### src/vic_pkg.sv
package vic_pkg;

    // ************************************************************
    // sizes
    // ************************************************************
    localparam int REQ_COUNT = 14;
    localparam int REQ_WIDTH = 16;
    localparam int RANK_BITS = 4;

    // ************************************************************
    // register map (byte addresses on the register port)
    // ************************************************************
    localparam logic [15:0] ADDR_REQUEST_ONE = 16'h00FC;
    localparam logic [15:0] ADDR_REQUEST_TWO = 16'h00FD;
    localparam logic [15:0] ADDR_ENABLE_ONE = 16'h00FE;
    localparam logic [15:0] ADDR_ENABLE_TWO = 16'h00FF;
    localparam logic [15:0] ADDR_POLARITY = 16'h0212;

    // ************************************************************
    // polarity register fields and reset values
    // ************************************************************
    localparam int POL_ONE_BIT = 3;
    localparam int POL_TWO_BIT = 4;
    localparam int POL_THREE_BIT = 6;
    localparam int SHARED_SEL_BIT = 7;
    localparam logic [7:0] POLARITY_RESET = 8'h00;
    localparam logic [7:0] REQUEST_RESET = 8'h00;
    localparam logic [7:0] ENABLE_RESET = 8'h00;
    localparam logic [7:0] LIVE_BITS = 8'h7F;

    // ************************************************************
    // request bit positions in {request_two, request_one}
    // ************************************************************
    localparam int POS_TIMER_ONE = 0;
    localparam int POS_TIMER_TWO = 1;
    localparam int POS_TIMER_THREE = 2;
    localparam int POS_TIMER_FOUR = 3;
    localparam int POS_OVERLAY = 4;
    localparam int POS_VSYNC = 5;
    localparam int POS_ADC_PIN_THREE = 6;
    localparam int POS_PIN_ONE = 8;
    localparam int POS_PIN_TWO = 9;
    localparam int POS_SLICER = 10;
    localparam int POS_SERIAL = 11;
    localparam int POS_PERIODIC_SPRITE = 12;
    localparam int POS_I2C = 13;
    localparam int POS_TIMER_FIVE_SIX = 14;

    // ************************************************************
    // vectors and status word layout
    // ************************************************************
    localparam logic [15:0] VEC_RESET = 16'hFFFE;
    localparam logic [15:0] VEC_TOP_MASKABLE = 16'hFFFC;
    localparam logic [15:0] VEC_BREAK = 16'hFFDE;
    localparam int PS_I_BIT = 2;
    localparam int PS_B_BIT = 4;

    typedef struct packed {
        logic timer_one;
        logic timer_two;
        logic timer_three;
        logic timer_four;
        logic timer_five_six;
        logic screen_overlay_done_irq;
        logic data_slicer;
        logic serial_io;
        logic periodic_or_sprite;
        logic i2c_bus;
        logic adc_done;
    } periph_event_t;

    typedef struct packed {
        logic [15:0] addr;
        logic [7:0] wdata;
        logic we;
        logic re;
    } mem_req_t;

    typedef enum {
        ST_IDLE,
        ST_PUSH_HI,
        ST_PUSH_LO,
        ST_PUSH_PS,
        ST_VEC_LO,
        ST_VEC_HI,
        ST_LOAD
    } seq_state_t;

endpackage

### src/vectored_interrupt_control.sv
// Summary of operation
// - seventeen sources: three pins, vertical sync, eleven peripheral events, break trap and reset
// - on acceptance push program counter and status word before the vector fetch
// - on acceptance set disable flag and clear the accepted request bit
// - after stacking load program counter from the source's two-byte vector
// - no maskable acceptance while the disable flag is one
// - every source but break and reset has a request bit and an enable bit
// - maskable acceptance needs enable one, request one and disable flag zero
// - software may clear request bits, never set them; hardware sets them
// - enable bits are freely writable and read back
// - reset acts as a non-maskable source above all others
// - vertical sync request raised on a rising edge of the synchronised vertical sync input
// - overlay request raised when a character block display completes
// - pins one and two raise requests on edges chosen by polarity bits 3, 4
// - both pin polarity bits clear at reset, rising edge by default
// - timer one to four overflow sets the matching request bit
// - sixteen fixed priority levels, reset first, break trap last
// - each level has its own vector pair, descending from the reset pair
// - reset loads program counter from the reset vector and sets disable flag
// - polarity bit 7 selects pin three or conversion done for the shared vector
// - polarity bit 6 selects pin three's edge and clears at reset
//
// Local design decisions: strobed register access and the placing of the registers.
`timescale 1ns/1ps
`default_nettype none

module vectored_interrupt_control (
    input wire logic clk_i,
    input wire logic srst_i,
    input wire logic [15:0] reg_addr_i,
    input wire logic [7:0] reg_wdata_i,
    input wire logic reg_we_i,
    input wire logic reg_re_i,
    output logic [7:0] reg_rdata_o,
    input wire logic ext_irq_pin_one_i,
    input wire logic ext_irq_pin_two_i,
    input wire logic ext_irq_pin_three_i,
    input wire logic vsync_i,
    input wire vic_pkg::periph_event_t periph_evt_i,
    input wire logic break_software_trap_i,
    input wire logic boundary_i,
    input wire logic i_flag_clear_i,
    input wire logic i_flag_set_i,
    input wire logic [15:0] pc_i,
    input wire logic [7:0] status_i,
    input wire logic [7:0] sp_i,
    input wire logic [7:0] stack_page_i,
    output vic_pkg::mem_req_t mem_o,
    input wire logic [7:0] mem_rdata_i,
    output logic busy_o,
    output logic i_flag_o,
    output logic pc_load_o,
    output logic [7:0] prog_counter_high_o,
    output logic [7:0] prog_counter_low_o,
    output logic [7:0] processor_status_word_o,
    output logic [7:0] sp_o
);

    // ************************************************************
    // ranking of maskable sources, level 2 first
    // ************************************************************
    localparam int RANK_POS [vic_pkg::REQ_COUNT] = '{
        vic_pkg::POS_OVERLAY, vic_pkg::POS_PIN_ONE, vic_pkg::POS_SLICER,
        vic_pkg::POS_SERIAL, vic_pkg::POS_TIMER_FOUR, vic_pkg::POS_PERIODIC_SPRITE,
        vic_pkg::POS_VSYNC, vic_pkg::POS_TIMER_THREE, vic_pkg::POS_TIMER_TWO,
        vic_pkg::POS_TIMER_ONE, vic_pkg::POS_ADC_PIN_THREE, vic_pkg::POS_PIN_TWO,
        vic_pkg::POS_I2C, vic_pkg::POS_TIMER_FIVE_SIX};

    // lowest rank with a ready request wins
    function automatic logic [vic_pkg::RANK_BITS-1:0] pick_rank(
        input logic [vic_pkg::REQ_WIDTH-1:0] ready
    );
        logic [vic_pkg::RANK_BITS-1:0] k;
        k = '0;
        for (int i = vic_pkg::REQ_COUNT - 1; i >= 0; i--)
        begin
            if (ready[RANK_POS[i]])
            begin
                k = i[vic_pkg::RANK_BITS-1:0];
            end
        end
        return k;
    endfunction

    function automatic logic [vic_pkg::REQ_WIDTH-1:0] rank_mask(
        input logic [vic_pkg::RANK_BITS-1:0] k
    );
        logic [vic_pkg::REQ_WIDTH-1:0] m;
        m = '0;
        for (int i = 0; i < vic_pkg::REQ_COUNT; i++)
        begin
            if (k == i[vic_pkg::RANK_BITS-1:0])
            begin
                m[RANK_POS[i]] = 1'b1;
            end
        end
        return m;
    endfunction

    // ************************************************************
    // pin synchronisers and edge detection
    // ************************************************************
    logic [3:0] pin_meta_reg;
    logic [3:0] pin_sync_reg;
    logic [3:0] pin_prev_reg;
    logic [3:0] pin_raw;
    logic [3:0] pin_rise;
    logic [3:0] pin_fall;

    assign pin_raw = {vsync_i, ext_irq_pin_three_i, ext_irq_pin_two_i, ext_irq_pin_one_i};

    always_ff @(posedge clk_i)
    begin
        if (srst_i)
        begin
            pin_meta_reg <= 4'h0;
            pin_sync_reg <= 4'h0;
            pin_prev_reg <= 4'h0;
        end
        else
        begin
            pin_meta_reg <= pin_raw;
            pin_sync_reg <= pin_meta_reg;
            pin_prev_reg <= pin_sync_reg;
        end
    end

    assign pin_rise = pin_sync_reg & ~pin_prev_reg;
    assign pin_fall = ~pin_sync_reg & pin_prev_reg;

    // ************************************************************
    // polarity and shared source selection
    // ************************************************************
    logic pin_one_edge_select;
    logic pin_two_edge_select;
    logic pin_three_edge_select;
    logic shared_vector_source_select;
    logic [7:0] polarity_reg;

    always_ff @(posedge clk_i)
    begin
        if (srst_i)
        begin
            polarity_reg <= vic_pkg::POLARITY_RESET;
        end
        else if (reg_we_i && reg_addr_i == vic_pkg::ADDR_POLARITY)
        begin
            polarity_reg <= reg_wdata_i;
        end
    end

    assign pin_one_edge_select = polarity_reg[vic_pkg::POL_ONE_BIT];
    assign pin_two_edge_select = polarity_reg[vic_pkg::POL_TWO_BIT];
    assign pin_three_edge_select = polarity_reg[vic_pkg::POL_THREE_BIT];
    assign shared_vector_source_select = polarity_reg[vic_pkg::SHARED_SEL_BIT];

    // ************************************************************
    // event collection
    // ************************************************************
    logic [vic_pkg::REQ_WIDTH-1:0] event_vec;

    always_comb
    begin
        event_vec = '0;
        event_vec[vic_pkg::POS_TIMER_ONE] = periph_evt_i.timer_one;
        event_vec[vic_pkg::POS_TIMER_TWO] = periph_evt_i.timer_two;
        event_vec[vic_pkg::POS_TIMER_THREE] = periph_evt_i.timer_three;
        event_vec[vic_pkg::POS_TIMER_FOUR] = periph_evt_i.timer_four;
        event_vec[vic_pkg::POS_OVERLAY] = periph_evt_i.screen_overlay_done_irq;
        event_vec[vic_pkg::POS_VSYNC] = pin_rise[3];
        // shared vector: pin three or conversion done
        event_vec[vic_pkg::POS_ADC_PIN_THREE] = shared_vector_source_select ?
            periph_evt_i.adc_done :
            (pin_three_edge_select ? pin_fall[2] : pin_rise[2]);
        event_vec[vic_pkg::POS_PIN_ONE] = pin_one_edge_select ? pin_fall[0] : pin_rise[0];
        event_vec[vic_pkg::POS_PIN_TWO] = pin_two_edge_select ? pin_fall[1] : pin_rise[1];
        event_vec[vic_pkg::POS_SLICER] = periph_evt_i.data_slicer;
        event_vec[vic_pkg::POS_SERIAL] = periph_evt_i.serial_io;
        event_vec[vic_pkg::POS_PERIODIC_SPRITE] = periph_evt_i.periodic_or_sprite;
        event_vec[vic_pkg::POS_I2C] = periph_evt_i.i2c_bus;
        event_vec[vic_pkg::POS_TIMER_FIVE_SIX] = periph_evt_i.timer_five_six;
    end

    // ************************************************************
    // enable registers
    // ************************************************************
    logic [vic_pkg::REQ_WIDTH-1:0] enable_reg;

    always_ff @(posedge clk_i)
    begin
        if (srst_i)
        begin
            enable_reg <= {vic_pkg::ENABLE_RESET, vic_pkg::ENABLE_RESET};
        end
        else if (reg_we_i && reg_addr_i == vic_pkg::ADDR_ENABLE_ONE)
        begin
            enable_reg[7:0] <= reg_wdata_i & vic_pkg::LIVE_BITS;
        end
        else if (reg_we_i && reg_addr_i == vic_pkg::ADDR_ENABLE_TWO)
        begin
            enable_reg[15:8] <= reg_wdata_i & vic_pkg::LIVE_BITS;
        end
    end

    // ************************************************************
    // acceptance decision
    // ************************************************************
    vic_pkg::seq_state_t state_reg;
    logic [vic_pkg::REQ_WIDTH-1:0] request_reg;
    logic [vic_pkg::REQ_WIDTH-1:0] ready_vec;
    logic [vic_pkg::RANK_BITS-1:0] win_rank;
    logic i_flag_reg;
    logic break_pend_reg;
    logic take_maskable;
    logic take_break;

    assign ready_vec = request_reg & enable_reg;
    assign win_rank = pick_rank(ready_vec);
    assign take_maskable = boundary_i && state_reg == vic_pkg::ST_IDLE &&
        !i_flag_reg && (|ready_vec);
    // break trap is the lowest level and ignores the disable flag
    assign take_break = boundary_i && state_reg == vic_pkg::ST_IDLE &&
        break_pend_reg && !take_maskable;

    // ************************************************************
    // request registers
    // ************************************************************
    logic [vic_pkg::REQ_WIDTH-1:0] sw_clear;
    logic [vic_pkg::REQ_WIDTH-1:0] accept_clear;

    always_comb
    begin
        sw_clear = '0;
        if (reg_we_i && reg_addr_i == vic_pkg::ADDR_REQUEST_ONE)
        begin
            sw_clear[7:0] = ~reg_wdata_i;
        end
        if (reg_we_i && reg_addr_i == vic_pkg::ADDR_REQUEST_TWO)
        begin
            sw_clear[15:8] = ~reg_wdata_i;
        end
        accept_clear = take_maskable ? rank_mask(win_rank) : '0;
    end

    always_ff @(posedge clk_i)
    begin
        if (srst_i)
        begin
            request_reg <= {vic_pkg::REQUEST_RESET, vic_pkg::REQUEST_RESET};
        end
        else
        begin
            // a new event beats a clear in the same cycle
            request_reg <= ((request_reg & ~sw_clear & ~accept_clear) | event_vec) &
                {vic_pkg::LIVE_BITS, vic_pkg::LIVE_BITS};
        end
    end

    always_ff @(posedge clk_i)
    begin
        if (srst_i)
        begin
            break_pend_reg <= 1'b0;
        end
        else if (break_software_trap_i)
        begin
            break_pend_reg <= 1'b1;
        end
        else if (take_break)
        begin
            break_pend_reg <= 1'b0;
        end
    end

    // ************************************************************
    // interrupt disable flag
    // ************************************************************
    always_ff @(posedge clk_i)
    begin
        if (srst_i)
        begin
            i_flag_reg <= 1'b1;
        end
        else if (take_maskable || take_break || i_flag_set_i)
        begin
            i_flag_reg <= 1'b1;
        end
        else if (i_flag_clear_i && state_reg == vic_pkg::ST_IDLE)
        begin
            i_flag_reg <= 1'b0;
        end
    end

    // ************************************************************
    // register read port
    // ************************************************************
    always_ff @(posedge clk_i)
    begin
        if (srst_i)
        begin
            reg_rdata_o <= 8'h00;
        end
        else if (reg_re_i)
        begin
            case (reg_addr_i)
                vic_pkg::ADDR_REQUEST_ONE: reg_rdata_o <= request_reg[7:0];
                vic_pkg::ADDR_REQUEST_TWO: reg_rdata_o <= request_reg[15:8];
                vic_pkg::ADDR_ENABLE_ONE: reg_rdata_o <= enable_reg[7:0];
                vic_pkg::ADDR_ENABLE_TWO: reg_rdata_o <= enable_reg[15:8];
                // unassigned polarity bits read zero
                vic_pkg::ADDR_POLARITY: reg_rdata_o <= polarity_reg & 8'hD8;
                default: reg_rdata_o <= 8'h00;
            endcase
        end
        else
        begin
            reg_rdata_o <= 8'h00;
        end
    end

    // ************************************************************
    // stacking and vector sequence
    // ************************************************************
    logic [15:0] vec_reg;
    logic [15:0] pc_cap_reg;
    logic [7:0] ps_cap_reg;
    logic [7:0] sp_reg;
    logic [7:0] pc_low_reg;
    logic [7:0] pc_high_reg;
    logic pc_load_reg;

    always_ff @(posedge clk_i)
    begin
        if (srst_i)
        begin
            // reset is the top level and needs no stacking
            state_reg <= vic_pkg::ST_VEC_LO;
            vec_reg <= vic_pkg::VEC_RESET;
            mem_o <= '{addr: vic_pkg::VEC_RESET, wdata: 8'h00, we: 1'b0, re: 1'b1};
            pc_cap_reg <= 16'h0000;
            ps_cap_reg <= 8'h00;
            sp_reg <= 8'h00;
            pc_low_reg <= 8'h00;
            pc_high_reg <= 8'h00;
            pc_load_reg <= 1'b0;
        end
        else
        begin
            pc_load_reg <= 1'b0;
            case (state_reg)
                vic_pkg::ST_IDLE:
                begin
                    if (take_maskable || take_break)
                    begin
                        // each maskable level has its own pair, two bytes apart
                        vec_reg <= take_maskable ?
                            vic_pkg::VEC_TOP_MASKABLE - {11'h000, win_rank, 1'b0} :
                            vic_pkg::VEC_BREAK;
                        pc_cap_reg <= pc_i;
                        ps_cap_reg <= status_i;
                        ps_cap_reg[vic_pkg::PS_B_BIT] <= take_break;
                        ps_cap_reg[vic_pkg::PS_I_BIT] <= i_flag_reg;
                        sp_reg <= sp_i;
                        mem_o <= '{addr: {stack_page_i, sp_i}, wdata: pc_i[15:8],
                            we: 1'b1, re: 1'b0};
                        state_reg <= vic_pkg::ST_PUSH_HI;
                    end
                end
                vic_pkg::ST_PUSH_HI:
                begin
                    mem_o <= '{addr: {stack_page_i, sp_reg - 8'h01},
                        wdata: pc_cap_reg[7:0], we: 1'b1, re: 1'b0};
                    state_reg <= vic_pkg::ST_PUSH_LO;
                end
                vic_pkg::ST_PUSH_LO:
                begin
                    mem_o <= '{addr: {stack_page_i, sp_reg - 8'h02},
                        wdata: ps_cap_reg, we: 1'b1, re: 1'b0};
                    state_reg <= vic_pkg::ST_PUSH_PS;
                end
                vic_pkg::ST_PUSH_PS:
                begin
                    sp_reg <= sp_reg - 8'h03;
                    mem_o <= '{addr: vec_reg, wdata: 8'h00, we: 1'b0, re: 1'b1};
                    state_reg <= vic_pkg::ST_VEC_LO;
                end
                vic_pkg::ST_VEC_LO:
                begin
                    mem_o <= '{addr: vec_reg + 16'h0001, wdata: 8'h00,
                        we: 1'b0, re: 1'b1};
                    state_reg <= vic_pkg::ST_VEC_HI;
                end
                vic_pkg::ST_VEC_HI:
                begin
                    pc_low_reg <= mem_rdata_i;
                    mem_o <= '{addr: 16'h0000, wdata: 8'h00, we: 1'b0, re: 1'b0};
                    state_reg <= vic_pkg::ST_LOAD;
                end
                vic_pkg::ST_LOAD:
                begin
                    pc_high_reg <= mem_rdata_i;
                    pc_load_reg <= 1'b1;
                    state_reg <= vic_pkg::ST_IDLE;
                end
                default:
                begin
                    mem_o <= '{addr: 16'h0000, wdata: 8'h00, we: 1'b0, re: 1'b0};
                    state_reg <= vic_pkg::ST_IDLE;
                end
            endcase
        end
    end

    // ************************************************************
    // outputs to the core
    // ************************************************************
    assign busy_o = state_reg != vic_pkg::ST_IDLE;
    assign i_flag_o = i_flag_reg;
    assign pc_load_o = pc_load_reg;
    assign prog_counter_high_o = pc_high_reg;
    assign prog_counter_low_o = pc_low_reg;
    assign sp_o = sp_reg;

    // status handed back with the disable flag forced
    always_comb
    begin
        processor_status_word_o = ps_cap_reg;
        processor_status_word_o[vic_pkg::PS_I_BIT] = i_flag_reg;
    end

endmodule

`default_nettype wire

### config.mk
export PLATFORM = sky130hd
export DESIGN_NAME = vectored_interrupt_control
export DESIGN_NICKNAME = d
export VERILOG_FILES = /design/src/vic_pkg.sv /design/src/vectored_interrupt_control.sv
export SDC_FILE = /design/constraint.sdc
export NUM_CORES = 1
export LEC_CHECK = 0
export BUFFER_PORTS_ARGS = -buffer_cell sky130_fd_sc_hd__buf_2
export CORE_AREA = 3 3 173 133
export CTS_CLUSTER_SIZE = 8
export DETAILED_ROUTE_END_ITERATION = 10
export DIE_AREA = 0 0 176 136
export GPL_TIMING_DRIVEN = 0
export PLACE_DENSITY = 0.59
export SETUP_SLACK_MARGIN = 0.15
export SLEW_MARGIN = 20
export SYNTH_ARGS = -nofsm -noshare
export SYNTH_HDL_FRONTEND = slang
export SYNTH_SLANG_ARGS = --single-unit
### constraint.sdc
create_clock -name clk_i -period 6.8 [get_ports clk_i]
set_clock_uncertainty 0.05 [all_clocks]
set_input_delay 2.04 -clock clk_i [delete_from_list [all_inputs] [get_ports clk_i]]
set_output_delay 2.04 -clock clk_i [all_outputs]
set_load 0.03 [all_outputs]
* Yosys cells after proc, flatten, opt, wreduce, memory -nomap -nowiden
Index checks and enable logic that the tools add are counted.
Widths: inputs -> output; s select.
** Storage, ports and cells
- Latch bits :: 0
- Word-level logic and storage cells :: 140
- Flip-flop bits (word level) :: 173
- Memories kept :: 0
- Memory bits (read-only) :: 0
- Bits in writable memories :: 0
- Output and inout bits :: 69
** Operators by class
- Bitwise logic cells :: 14
- Equal/unequal tests :: 25
- Multipliers :: 0
- Div/mod/pow operators :: 0
- Magnitude comparators :: 0
- Add/sub/neg operators :: 5
- Shifts and indexed selects :: 0
- Reductions and logical operators :: 28
- Muxes and demuxes :: 46
** Operators by type and width (count)
- $pmux 32 s6 :: 1
- $pmux 26 s6 :: 1
- $eq 32x3->1 const B :: 3
- $eq 16x8->1 const B :: 4
- $eq 32x2->1 const B :: 2
- $logic_not 32->1 :: 2
- $mux 4 :: 14
- $and 15x15->15 :: 3
- $pmux 8 s5 :: 1
- $eq 32x1->1 const B :: 1
- $mux 32 :: 1
- $reduce_bool 32->1 :: 1
- $not 15->15 :: 2
- $mux 26 :: 1
- $eq 4x4->1 const B :: 6
- $mux 1 :: 21
- $add 16x1->16 const B :: 1
- $eq 16x10->1 const B :: 1
- $eq 4x3->1 const B :: 4
- $mux 16 :: 1
- $mux 8 :: 2
- $pmux 8 s2 :: 1
- $reduce_or 16->1 :: 1
- $sub 8x2->8 const B :: 2
- other kinds (21) :: 41

* Longest topological paths before layout
Gate-level depths: netlist (run 1).
- Depth in word-level cells :: 21
- Gate-level depth with buffers :: 10
- Depth with buffers taken out :: 9

* Worst setup path before layout (run 1)
OpenSTA, ideal clock, no wires.
- Kind :: input to register
- Start :: input reg_addr_i[8]
- End :: register enable_reg[14] (netlist name)
- Library setup time :: 0.128 ns
- Stages on the path :: 6
- Path slack :: 2.835 ns
- Data arrival time :: 3.787 ns
- Cells stage by stage :: or4b_2 > nor4_1 > buf_2 > nand4_1 > mux2i_1 > nor2_1
** Between the ends
- Word-level cells in the longest chain between the ends :: 4
- Elaborated cells between the ends (all ways) :: 6
- Those cells by class :: eq/ne (2); bitwise (1); reduce/logical (3)
** RTL lines
- start: declaration :: RTL line vectored_interrupt_control.sv:30 : input wire logic [15:0] reg_addr_i,
- $eq 16x8->1 :: RTL line vectored_interrupt_control.sv:195 : else if (reg_we_i && reg_addr_i == vic_pkg::ADDR_ENABLE_ONE)
- $logic_and 1x1->1 :: RTL line vectored_interrupt_control.sv:195
- $not 1->1 (no line)
- $reduce_and 2->1 (no line) *
- end signal: assignment :: RTL line vectored_interrupt_control.sv:193 : enable_reg <= {vic_pkg::ENABLE_RESET, vic_pkg::ENABLE_RESET};
- end: declaration :: RTL line vectored_interrupt_control.sv:187 : logic [vic_pkg::REQ_WIDTH-1:0] enable_reg;
Mark *: on every way between the ends. The rest lies on a longest branch, timed or not.
A chain may end at the register's enable or synchronous reset.

* Final worst setup path (run 1)
- Start :: input boundary_i
- End :: register sp_reg[3], in the netlist sp_o[3]
** Between the ends
- Word-level cells in the longest chain between the ends :: 8
- Elaborated cells between the ends (all ways) :: 9
- Those cells by class :: eq/ne (1); reduce/logical (8)
** RTL lines
- start: declaration :: RTL line vectored_interrupt_control.sv:41 : input wire logic boundary_i,
- $logic_and 1x1->1 * :: RTL line vectored_interrupt_control.sv:219, vectored_interrupt_control.sv:222
- $logic_and 1x1->1 :: RTL line vectored_interrupt_control.sv:219 : assign take_maskable = boundary_i && state_reg == vic_pkg::ST_IDLE &&
- $logic_and 1x1->1 :: RTL line vectored_interrupt_control.sv:220 : !i_flag_reg && (|ready_vec);
- $logic_not 1->1 :: RTL line vectored_interrupt_control.sv:223 : break_pend_reg && !take_maskable;
- $logic_and 1x1->1 :: RTL line vectored_interrupt_control.sv:223
- $logic_or 1x1->1 * :: RTL line vectored_interrupt_control.sv:353 : if (take_maskable || take_break)
- $ne 2x2->1 (no line) *
- $reduce_and 2->1 (no line) *
- end signal: assignment :: RTL line vectored_interrupt_control.sv:363 : sp_reg <= sp_i;
- end signal: assignment :: RTL line vectored_interrupt_control.sv:383 : sp_reg <= sp_reg - 8'h03;
- end: declaration :: RTL line vectored_interrupt_control.sv:327 : logic [7:0] sp_reg;
Marks and branches as above.

==> impl_metrics.prom, run 1 <==
# TYPE chip_impl_metric gauge
chip_impl_info{name="run_status",value="finished clean"} 1
chip_impl_metric{name="cts-hold-fix-buffers",unit=""} 0
chip_impl_metric{name="yosys_register_bits",unit=""} 129
chip_impl_info{name="hold_class",value="reg2reg"} 1
chip_impl_metric{name="synth-edff-count",unit=""} 0
chip_impl_info{name="critical_path.cell_chain",value="buf_2, or4b_1, clkbuf_1, or2_0, clkbuf_2, a31oi_2, buf_2, o21ai_0, a21oi_1"} 1
chip_impl_metric{name="multiplexer_fraction_of_the_synthesized_cell_area",unit="%"} 6.416
chip_impl_info{name="crit_path_frequent_cell",value="sky130_fd_sc_hd__buf_2"} 1
chip_impl_metric{name="cts_made_buffers",unit=""} 17
chip_impl_metric{name="vias_per_cell",unit=""} 5.297
chip_impl_metric{name="setup_ws_final",unit="ps"} 2609
chip_impl_metric{name="floorplan.die.width",unit="um"} 176
chip_impl_info{name="end_point_of_the_most_critical_hold_path",value="request_reg[5]$_SDFF_PP0_"} 1
chip_impl_metric{name="syn-num-nets",unit=""} 848
chip_impl_info{name="cts-root-buf",value="sky130_fd_sc_hd__clkbuf_16"} 1
chip_impl_metric{name="worst_pin_slew",unit="ps"} 1126
chip_impl_metric{name="die_height",unit="um"} 136
chip_impl_metric{name="core",unit="mm2"} 0.02124
chip_impl_metric{name="postRouteWirelength",unit="um"} 23160
chip_impl_metric{name="power_leakage",unit="nW"} 3.260
chip_impl_metric{name="slew_headroom",unit="%"} 24.29
chip_impl_metric{name="min_period_over_period",unit="%"} 61.63
chip_impl_metric{name="global_route.overflow_total",unit=""} 0
chip_impl_metric{name="hold_ws",unit="ps"} 372.6
chip_impl_metric{name="worst_hold_path.num_cells",unit=""} 1
chip_impl_metric{name="worst-r2r-cell-count",unit=""} 9
chip_impl_metric{name="top_level_ports",unit=""} 164
chip_impl_metric{name="synth.yosys.seq_area_share",unit="%"} 40.49
chip_impl_metric{name="placed_instances",unit=""} 1192
chip_impl_metric{name="routedWlPerCell",unit="um"} 18.95
chip_impl_metric{name="tritoncts_num_sinks",unit=""} 129
chip_impl_metric{name="clkSlewWorstSetupHoldPaths",unit="ps"} 60
chip_impl_metric{name="drv_slew",unit=""} 0
chip_impl_metric{name="first_global_vias",unit=""} 6139
chip_impl_info{name="grt_setup_unrepaired",value="false"} 1
chip_impl_metric{name="vias",unit=""} 6473
chip_impl_metric{name="yosysUniqueCellTypes",unit=""} 68
chip_impl_metric{name="setup_tns",unit="ps"} 0
chip_impl_metric{name="grt_max_degree",unit=""} 17
chip_impl_metric{name="path_max_fanout",unit=""} 10
chip_impl_metric{name="synthSimpleGateAreaFrac",unit="%"} 18.89
chip_impl_metric{name="clock_tree_buffer_depth",unit=""} 2
chip_impl_info{name="worstSetupStartpointType",value="input port"} 1
chip_impl_metric{name="setup.reg_to_reg.worst_slack",unit="ps"} 3810
chip_impl_metric{name="final_core_utilization",unit="%"} 38.16
chip_impl_metric{name="setup_viol",unit=""} 0
chip_impl_info{name="synth_flop_cell",value="sky130_fd_sc_hd__dfxtp_1"} 1
chip_impl_metric{name="synth_async_sr_flop_share",unit="%"} 0
chip_impl_metric{name="buffer_ports.inserted",unit=""} 160
chip_impl_metric{name="worst_skew_pair.late_latency",unit="ps"} 430
chip_impl_metric{name="timing.max_cap.violations",unit=""} 0
chip_impl_metric{name="dieArea",unit="mm2"} 0.02394
chip_impl_metric{name="max_freq",unit="MHz"} 238.6
chip_impl_metric{name="track_usage",unit="%"} 19.23
chip_impl_info{name="synth_top_family_by_area",value="compound AO/OA/AOI/OAI gates"} 1
chip_impl_info{name="critical_path.reg2reg.startpoint",value="state_reg[0]$_SDFFE_PP0N_"} 1
chip_impl_metric{name="dpl.hpwl",unit="um"} 17430
chip_impl_info{name="criticalPathCategory",value="in2reg"} 1
chip_impl_metric{name="route.detailed.drc",unit=""} 0
chip_impl_metric{name="ant_nets",unit=""} 0
chip_impl_info{name="r2r_end",value="sp_o[3]$_SDFFE_PP0P_"} 1
chip_impl_metric{name="global_route_wire_length_before_repair",unit="um"} 35400
chip_impl_metric{name="vdd.ir_drop.worst",unit="mV"} 0.1407
chip_impl_metric{name="insertedDiodeCount",unit=""} 0
chip_impl_metric{name="finalHoldViolCount",unit=""} 0
chip_impl_metric{name="largest_reg_flops",unit=""} 26
chip_impl_metric{name="powerDensity",unit="mW/mm2"} 259.1
chip_impl_metric{name="htree_num_levels",unit=""} 4
chip_impl_metric{name="routability_cong",unit=""} 0.9594
chip_impl_info{name="hp-start",value="pin_prev_reg[3]$_SDFF_PP0_"} 1
chip_impl_metric{name="syn2layout_area_growth",unit="%"} 27.09
chip_impl_metric{name="synthCells",unit=""} 744
chip_impl_metric{name="drt-pass1-iter-count",unit=""} 7
chip_impl_metric{name="dp_worst_setup_slack",unit="ps"} 2269
chip_impl_metric{name="post-cts-setup-buffers",unit=""} 0
chip_impl_metric{name="start_util",unit="%"} 30.03
chip_impl_info{name="critical_path.slowest_cell",value="sky130_fd_sc_hd__a31oi_2"} 1
chip_impl_metric{name="number_of_warnings_issued_by_yosys",unit=""} 0
chip_impl_info{name="cts_tree",value="done"} 1
chip_impl_metric{name="synth.avg_cell_area",unit="um2"} 8.572
chip_impl_metric{name="synthAdderAreaFrac",unit="%"} 3.021
chip_impl_metric{name="synth.cell_area",unit="mm2"} 0.006377
chip_impl_metric{name="placement_rows",unit=""} 46
chip_impl_metric{name="critical_path_required",unit="ps"} 7050
chip_impl_metric{name="antenna_found_initial",unit=""} 0
chip_impl_metric{name="cp_slowest_stage_delay",unit="ps"} 520
chip_impl_metric{name="synthesized_area_fraction_occupied_by_ao_oa_aoi_and_oai_cells",unit="%"} 23.94
chip_impl_metric{name="synth-xor-area-share",unit="%"} 0.8240
chip_impl_metric{name="finalCriticalPeriod",unit="ps"} 4191
chip_impl_metric{name="dr.first_iter.drc_count",unit=""} 664
chip_impl_metric{name="cts_resized",unit=""} 0
chip_impl_metric{name="final_instance_count_without_filler_cells",unit=""} 1222
chip_impl_metric{name="worst-endpoint-arrival",unit="ps"} 4440
chip_impl_info{name="worstSetupEndpointType",value="flip-flop"} 1
chip_impl_metric{name="final_nets",unit=""} 1027
chip_impl_metric{name="post_route_cells_drive_above_1_share",unit="%"} 24.20
-- layout by cell type (no fill, tap or decap), types with 10 or more instances in the layout --
cell type                   netlist  final
sky130_fd_sc_hd__buf_2            3    163
sky130_fd_sc_hd__dfxtp_1        129    129
sky130_fd_sc_hd__buf_1           11     11
sky130_fd_sc_hd__mux2i_1         24     24
sky130_fd_sc_hd__nor3_1          14     14
sky130_fd_sc_hd__nor2_1          42     42
sky130_fd_sc_hd__a22o_1          16     16
sky130_fd_sc_hd__inv_1           32     32
sky130_fd_sc_hd__nand2_1         62     62
sky130_fd_sc_hd__a21oi_1         67     67
sky130_fd_sc_hd__a211oi_1        18     18
sky130_fd_sc_hd__nand3_1         50     50
sky130_fd_sc_hd__clkbuf_1        35     35
sky130_fd_sc_hd__clkbuf_16        0     17
sky130_fd_sc_hd__nor2b_1         16     16
sky130_fd_sc_hd__o21ai_0         48     48
sky130_fd_sc_hd__o221ai_1        10     10
-- power breakdown --
group | total [mW] | leakage (nW) | internal (mW) | switching (mW)
combinational | 0.380 | 1.95 | 0.133 | 0.248
sequential | 0.825 | 1.05 | 0.798 | 0.0276
clock | 0.894 | 0.259 | 0.535 | 0.360
-- cells by family after synthesis --
kind of cell    after synthesis
xor+xnor                      6
simple gates                238
mux                          32
buf+inv                      95
fa+ha+maj                    17
compound gates              227
flops                       129
-- layout make-up --
type,instances,area [um2]
clock buffer,17,425.4
fill,2238,13130
sequential,129,2582
timing repair buffer,160,800.8
buffer,62,285.3
multi-input combinational,520,3386
clock inverter,13,141.4
tap,288,360.3
inverter,33,123.9
-- synth_stat cells (9+ instances only) --
library cell                 n  share of area (%)
sky130_fd_sc_hd__dfxtp_1   129                 40
sky130_fd_sc_hd__a21oi_1    67                5.3
sky130_fd_sc_hd__nand2_1    62                3.6
sky130_fd_sc_hd__nand3_1    50                3.9
sky130_fd_sc_hd__o21ai_0    48                3.8
sky130_fd_sc_hd__nor2_1     42                2.5
sky130_fd_sc_hd__clkbuf_1   35                2.1
sky130_fd_sc_hd__inv_1      32                1.9
sky130_fd_sc_hd__mux2i_1    24                3.8
sky130_fd_sc_hd__a211oi_1   18                2.1
sky130_fd_sc_hd__a22o_1     16                2.2
sky130_fd_sc_hd__nor2b_1    16                1.6
sky130_fd_sc_hd__nor3_1     14                1.1
sky130_fd_sc_hd__buf_1      11               0.65
sky130_fd_sc_hd__o221ai_1   10                1.4
sky130_fd_sc_hd__a22oi_1     9                1.1
sky130_fd_sc_hd__ha_1        9                1.8
-- worst max path at each step --
stage	depth (start not counted)	endpoint	slack (ps)	startpoint
after detailed placement	9	sp_o[3]$_SDFFE_PP0P_	2270	boundary_i
after global routing	9	sp_o[3]$_SDFFE_PP0P_	2550	boundary_i
after floorplan	6	enable_reg[14]$_SDFFE_PP0P_	2840	reg_addr_i[8]
after CTS	4	busy_o	2650	state_reg[0]$_SDFFE_PP0N_
final	9	sp_o[3]$_SDFFE_PP0P_	2610	boundary_i
after global placement	9	sp_o[3]$_SDFFE_PP0P_	2270	boundary_i
-- per-stage QoR --
| step | power [mW] | cell area [um2] |
|---|---|---|
| 3_5_place_dp | 1.217 | 7538 |
| 2_1_floorplan | 1.082 | 6377 |
| 6_report | 2.100 | 8105 |
| 4_1_cts | 2.109 | 8105 |
| 5_1_grt | 2.187 | 8105 |
| 3_3_place_gp | 1.219 | 7538 |
-- worst max-delay path: cells and delay by family --
kind | cells | cell delay (ps)
AOI/OAI and AO/OA | 3 | 970
buffers and inverters | 4 | 780
and+or+nand+nor | 2 | 630
-- layer usage --
layer | up-vias | wire (um) | global-route usage [%]
met2 | 291 | 9476 | 27.06
met4 | 0 | 311 | 5.011
met3 | 31 | 2105 | 5.807
met1 | 3060 | 11270 | 28.34
li1 | 3091 | - | -
met5 | - | 0 | 0
Power figures use the tool's default switching activity.
==> run 2: changes to the inputs <==
Settings changed: ABC_AREA set to 1, CORE_AREA 3 3 173 133 to 3 3 170 131, DIE_AREA 0 0 176 136 to 0 0 173 134, PLACE_DENSITY 0.59 to 0.61.
Clock period 6.8 ns to 3.4 ns, I/O delays scaled along.
==> run 2 against run 1 <==
Effect of this change:
- synthesized area down 3.3%
- critical path depth fell by 2
- synthesized cell count is 14% higher
- register-to-register slack worse by 2500 ps
- highest routed layer unchanged
- via count is 1.5% lower
- critical path type is now reg2out
- power is 100% higher
==> impl_metrics.prom, run 2 <==
# TYPE chip_impl_metric gauge
chip_impl_info{name="cts-root-buf",value="sky130_fd_sc_hd__clkbuf_16"} 1
chip_impl_metric{name="route.detailed.drc",unit=""} 0
chip_impl_metric{name="number_of_warnings_issued_by_yosys",unit=""} 0
chip_impl_metric{name="synth.cell_area",unit="mm2"} 0.006168
chip_impl_metric{name="die_height",unit="um"} 134
chip_impl_metric{name="drt-pass1-iter-count",unit=""} 5
chip_impl_metric{name="vias",unit=""} 6375
chip_impl_metric{name="powerDensity",unit="mW/mm2"} 532.7
chip_impl_metric{name="synthCells",unit=""} 851
chip_impl_metric{name="critical_path_required",unit="ps"} 2330
chip_impl_metric{name="cts_resized",unit=""} 0
chip_impl_metric{name="routability_cong",unit=""} 0.9270
chip_impl_metric{name="worst-endpoint-arrival",unit="ps"} 1980
chip_impl_metric{name="drv_slew",unit=""} 0
chip_impl_info{name="criticalPathCategory",value="reg2out"} 1
chip_impl_metric{name="final_nets",unit=""} 1135
chip_impl_info{name="grt_setup_unrepaired",value="false"} 1
chip_impl_metric{name="clkSlewWorstSetupHoldPaths",unit="ps"} 60
chip_impl_info{name="critical_path.reg2reg.startpoint",value="enable_reg[14]$_SDFFE_PP0P_"} 1
chip_impl_info{name="cts_tree",value="done"} 1
chip_impl_metric{name="setup_viol",unit=""} 0
chip_impl_metric{name="postRouteWirelength",unit="um"} 20900
chip_impl_info{name="critical_path.slowest_cell",value="sky130_fd_sc_hd__dfxtp_1"} 1
chip_impl_metric{name="synth-edff-count",unit=""} 0
chip_impl_metric{name="global_route.overflow_total",unit=""} 0
chip_impl_metric{name="placement_rows",unit=""} 46
chip_impl_info{name="crit_path_frequent_cell",value="sky130_fd_sc_hd__buf_2"} 1
chip_impl_metric{name="syn2layout_area_growth",unit="%"} 28.88
chip_impl_metric{name="vias_per_cell",unit=""} 4.782
chip_impl_metric{name="track_usage",unit="%"} 17.69
chip_impl_metric{name="buffer_ports.inserted",unit=""} 161
chip_impl_metric{name="routedWlPerCell",unit="um"} 15.68
chip_impl_metric{name="max_freq",unit="MHz"} 327.5
chip_impl_metric{name="clock_tree_buffer_depth",unit=""} 2
chip_impl_metric{name="timing.max_cap.violations",unit=""} 0
chip_impl_metric{name="setup.reg_to_reg.worst_slack",unit="ps"} 1270
chip_impl_info{name="mostFrequentLayoutCell",value="sky130_fd_sc_hd__buf_2"} 1
chip_impl_metric{name="antenna_found_initial",unit=""} 1
chip_impl_metric{name="cp_slowest_stage_delay",unit="ps"} 390
chip_impl_metric{name="setup_tns",unit="ps"} 0
chip_impl_info{name="worstSetupEndpointType",value="output pin"} 1
chip_impl_metric{name="yosys_register_bits",unit=""} 129
chip_impl_metric{name="worst-r2r-cell-count",unit=""} 18
chip_impl_metric{name="finalHoldViolCount",unit=""} 0
chip_impl_metric{name="cts_made_buffers",unit=""} 17
chip_impl_metric{name="ant_nets",unit=""} 0
chip_impl_metric{name="slew_headroom",unit="%"} 40.55
chip_impl_metric{name="top_level_ports",unit=""} 164
chip_impl_info{name="worstSetupStartpointType",value="flip-flop"} 1
chip_impl_metric{name="worst_skew_pair.late_latency",unit="ps"} 420
chip_impl_info{name="synth_flop_cell",value="sky130_fd_sc_hd__dfxtp_1"} 1
chip_impl_metric{name="core",unit="mm2"} 0.02084
chip_impl_metric{name="global_route_wire_length_before_repair",unit="um"} 32130
chip_impl_metric{name="first_global_vias",unit=""} 5892
chip_impl_metric{name="vdd.ir_drop.worst",unit="mV"} 0.3090
chip_impl_metric{name="tritoncts_num_sinks",unit=""} 129
chip_impl_info{name="hp-start",value="pin_meta_reg[2]$_SDFF_PP0_"} 1
chip_impl_metric{name="synth.yosys.seq_area_share",unit="%"} 41.87
chip_impl_info{name="layout.cells.most_common_list",value="170 x sky130_fd_sc_hd__buf_2, 159 x sky130_fd_sc_hd__nand2_1, 129 x sky130_fd_sc_hd__dfxtp_1"} 1
chip_impl_info{name="worstSetupEndpoint",value="busy_o"} 1
chip_impl_info{name="synth_common_cells",value="159 x sky130_fd_sc_hd__nand2_1, 129 x sky130_fd_sc_hd__dfxtp_1, 104 x sky130_fd_sc_hd__inv_1, 99 x sky130_fd_sc_hd__nor2_1, 84 x sky130_fd_sc_hd__a21oi_1"} 1
chip_impl_metric{name="cts-hold-fix-buffers",unit=""} 0
chip_impl_info{name="synthDominantAreaCellType",value="sky130_fd_sc_hd__dfxtp_1"} 1
chip_impl_metric{name="post_layout_inst_area",unit="mm2"} 0.007950
chip_impl_metric{name="start_util",unit="%"} 29.61
chip_impl_info{name="synth.most_common_cell",value="sky130_fd_sc_hd__nand2_1"} 1
chip_impl_metric{name="htree_num_levels",unit=""} 4
chip_impl_info{name="top_cells_by_area_synth",value="sky130_fd_sc_hd__dfxtp_1 42%, sky130_fd_sc_hd__nand2_1 9.7%, sky130_fd_sc_hd__a21oi_1 6.8%"} 1
chip_impl_metric{name="min_period_over_period",unit="%"} 89.80
chip_impl_metric{name="floorplan.die.width",unit="um"} 173
chip_impl_metric{name="path_max_fanout",unit=""} 10
chip_impl_metric{name="yosysUniqueCellTypes",unit=""} 47
chip_impl_metric{name="dieArea",unit="mm2"} 0.02318
chip_impl_metric{name="synth_top_area_share",unit="%"} 41.87
chip_impl_metric{name="synth.avg_cell_area",unit="um2"} 7.248
chip_impl_metric{name="power_leakage",unit="nW"} 3.663
chip_impl_metric{name="dpl.hpwl",unit="um"} 16000
chip_impl_metric{name="syn-num-nets",unit=""} 955
chip_impl_metric{name="post_route_cells_drive_above_1_share",unit="%"} 25.00
chip_impl_metric{name="largest_reg_flops",unit=""} 26
chip_impl_info{name="critical_path.cell_chain",value="nor2_4, inv_2, nor2_4, buf_2, buf_2, inv_1, buf_2"} 1
chip_impl_info{name="run_status",value="finished clean"} 1
chip_impl_info{name="startpoint",value="state_reg[1]$_SDFFE_PP0N_"} 1
chip_impl_info{name="hold_class",value="reg2reg"} 1
chip_impl_metric{name="grt_max_degree",unit=""} 17
chip_impl_metric{name="post-cts-setup-buffers",unit=""} 0
chip_impl_metric{name="placed_area",unit="mm2"} 0.007335
chip_impl_info{name="r2r_end",value="request_reg[11]$_SDFF_PP0_"} 1
chip_impl_metric{name="synth_async_sr_flop_share",unit="%"} 0
chip_impl_metric{name="worst_pin_slew",unit="ps"} 891.8
chip_impl_metric{name="dr.first_iter.drc_count",unit=""} 555
chip_impl_metric{name="finalCriticalPeriod",unit="ps"} 3053
## run 2: cell types whose count changed in the layout (fill, tap and decap cells not counted), moves of 21 or more
cell / change
sky130_fd_sc_hd__clkbuf_1: -21
sky130_fd_sc_hd__inv_1: +72
sky130_fd_sc_hd__mux2i_1: -24
sky130_fd_sc_hd__nand2_1: +97
sky130_fd_sc_hd__nor2_1: +57
sky130_fd_sc_hd__o21ai_0: +25
## run 2: kinds of logic after synthesis
group / share of synthesized area, %
simple gates: 24.52
fa+ha+maj: 1.826
flops: 41.87
compound gates: 21.12
buf+inv: 10.53
xor+xnor: 0.1420
## run 2: area by class of cell
type	instances	area [um2]
Clock inverter	13	160.2
Clock buffer	19	452.9
Sequential cell	129	2582
Antenna cell	1	2.502
Fill cell	2271	12880
Tap cell	288	360.3
Timing Repair Buffer	161	805.8
Multi-Input combinational cell	574	2937
Buffer	39	229.0
Inverter	109	420.4
## run 2: how the worst min path moves through the flow
stage	end	slack, ps	cells after the start
final	pin_sync_reg[2]$_SDFF_PP0_	350	2
after global routing	pin_sync_reg[0]$_SDFF_PP0_	370	2
after CTS	pin_sync_reg[2]$_SDFF_PP0_	350	2
after detailed placement	pin_sync_reg[2]$_SDFF_PP0_	340	2
after global placement	pin_sync_reg[1]$_SDFF_PP0_	340	2
after floorplan	pin_sync_reg[0]$_SDFF_PP0_	340	2
## run 2: stage by stage
step                      hold WS, ps  util [%]  std cells  total power [mW]  worst slack [ps]
after CTS                       350.7     38.15       1332             4.271             318.0
final                           349.4     38.16       1333             4.235             346.7
after floorplan                 338.3         -        851             2.110              1029
after detailed placement        342.2     35.20       1300             2.360             363.4
after global placement          343.9     35.20       1300             2.357             369.8
after global routing            368.4     38.16       1333             4.410             210.5
## run 2: critical path: cells and delay by family, from the launching register on
kind                   cells  cell delay [ps]
flip-flops                 1              390
buffers and inverters      5              940
AND/OR/NAND/NOR            2              240
## run 2: power by group
group / internal, mW / total, mW / switching (mW)
combinational: 0.210 / 0.665 / 0.456
sequential: 1.60 / 1.66 / 0.0584
clock: 1.19 / 1.91 / 0.716
## run 2: metal layers
metal / vias up / global-route usage, % / wire length [um]
met5: - / 0 / 0
met1: 2948 / 26.35 / 10660
met2: 227 / 24.76 / 8417
met3: 28 / 4.980 / 1494
met4: 0 / 4.815 / 327
li1: 3172 / - / -
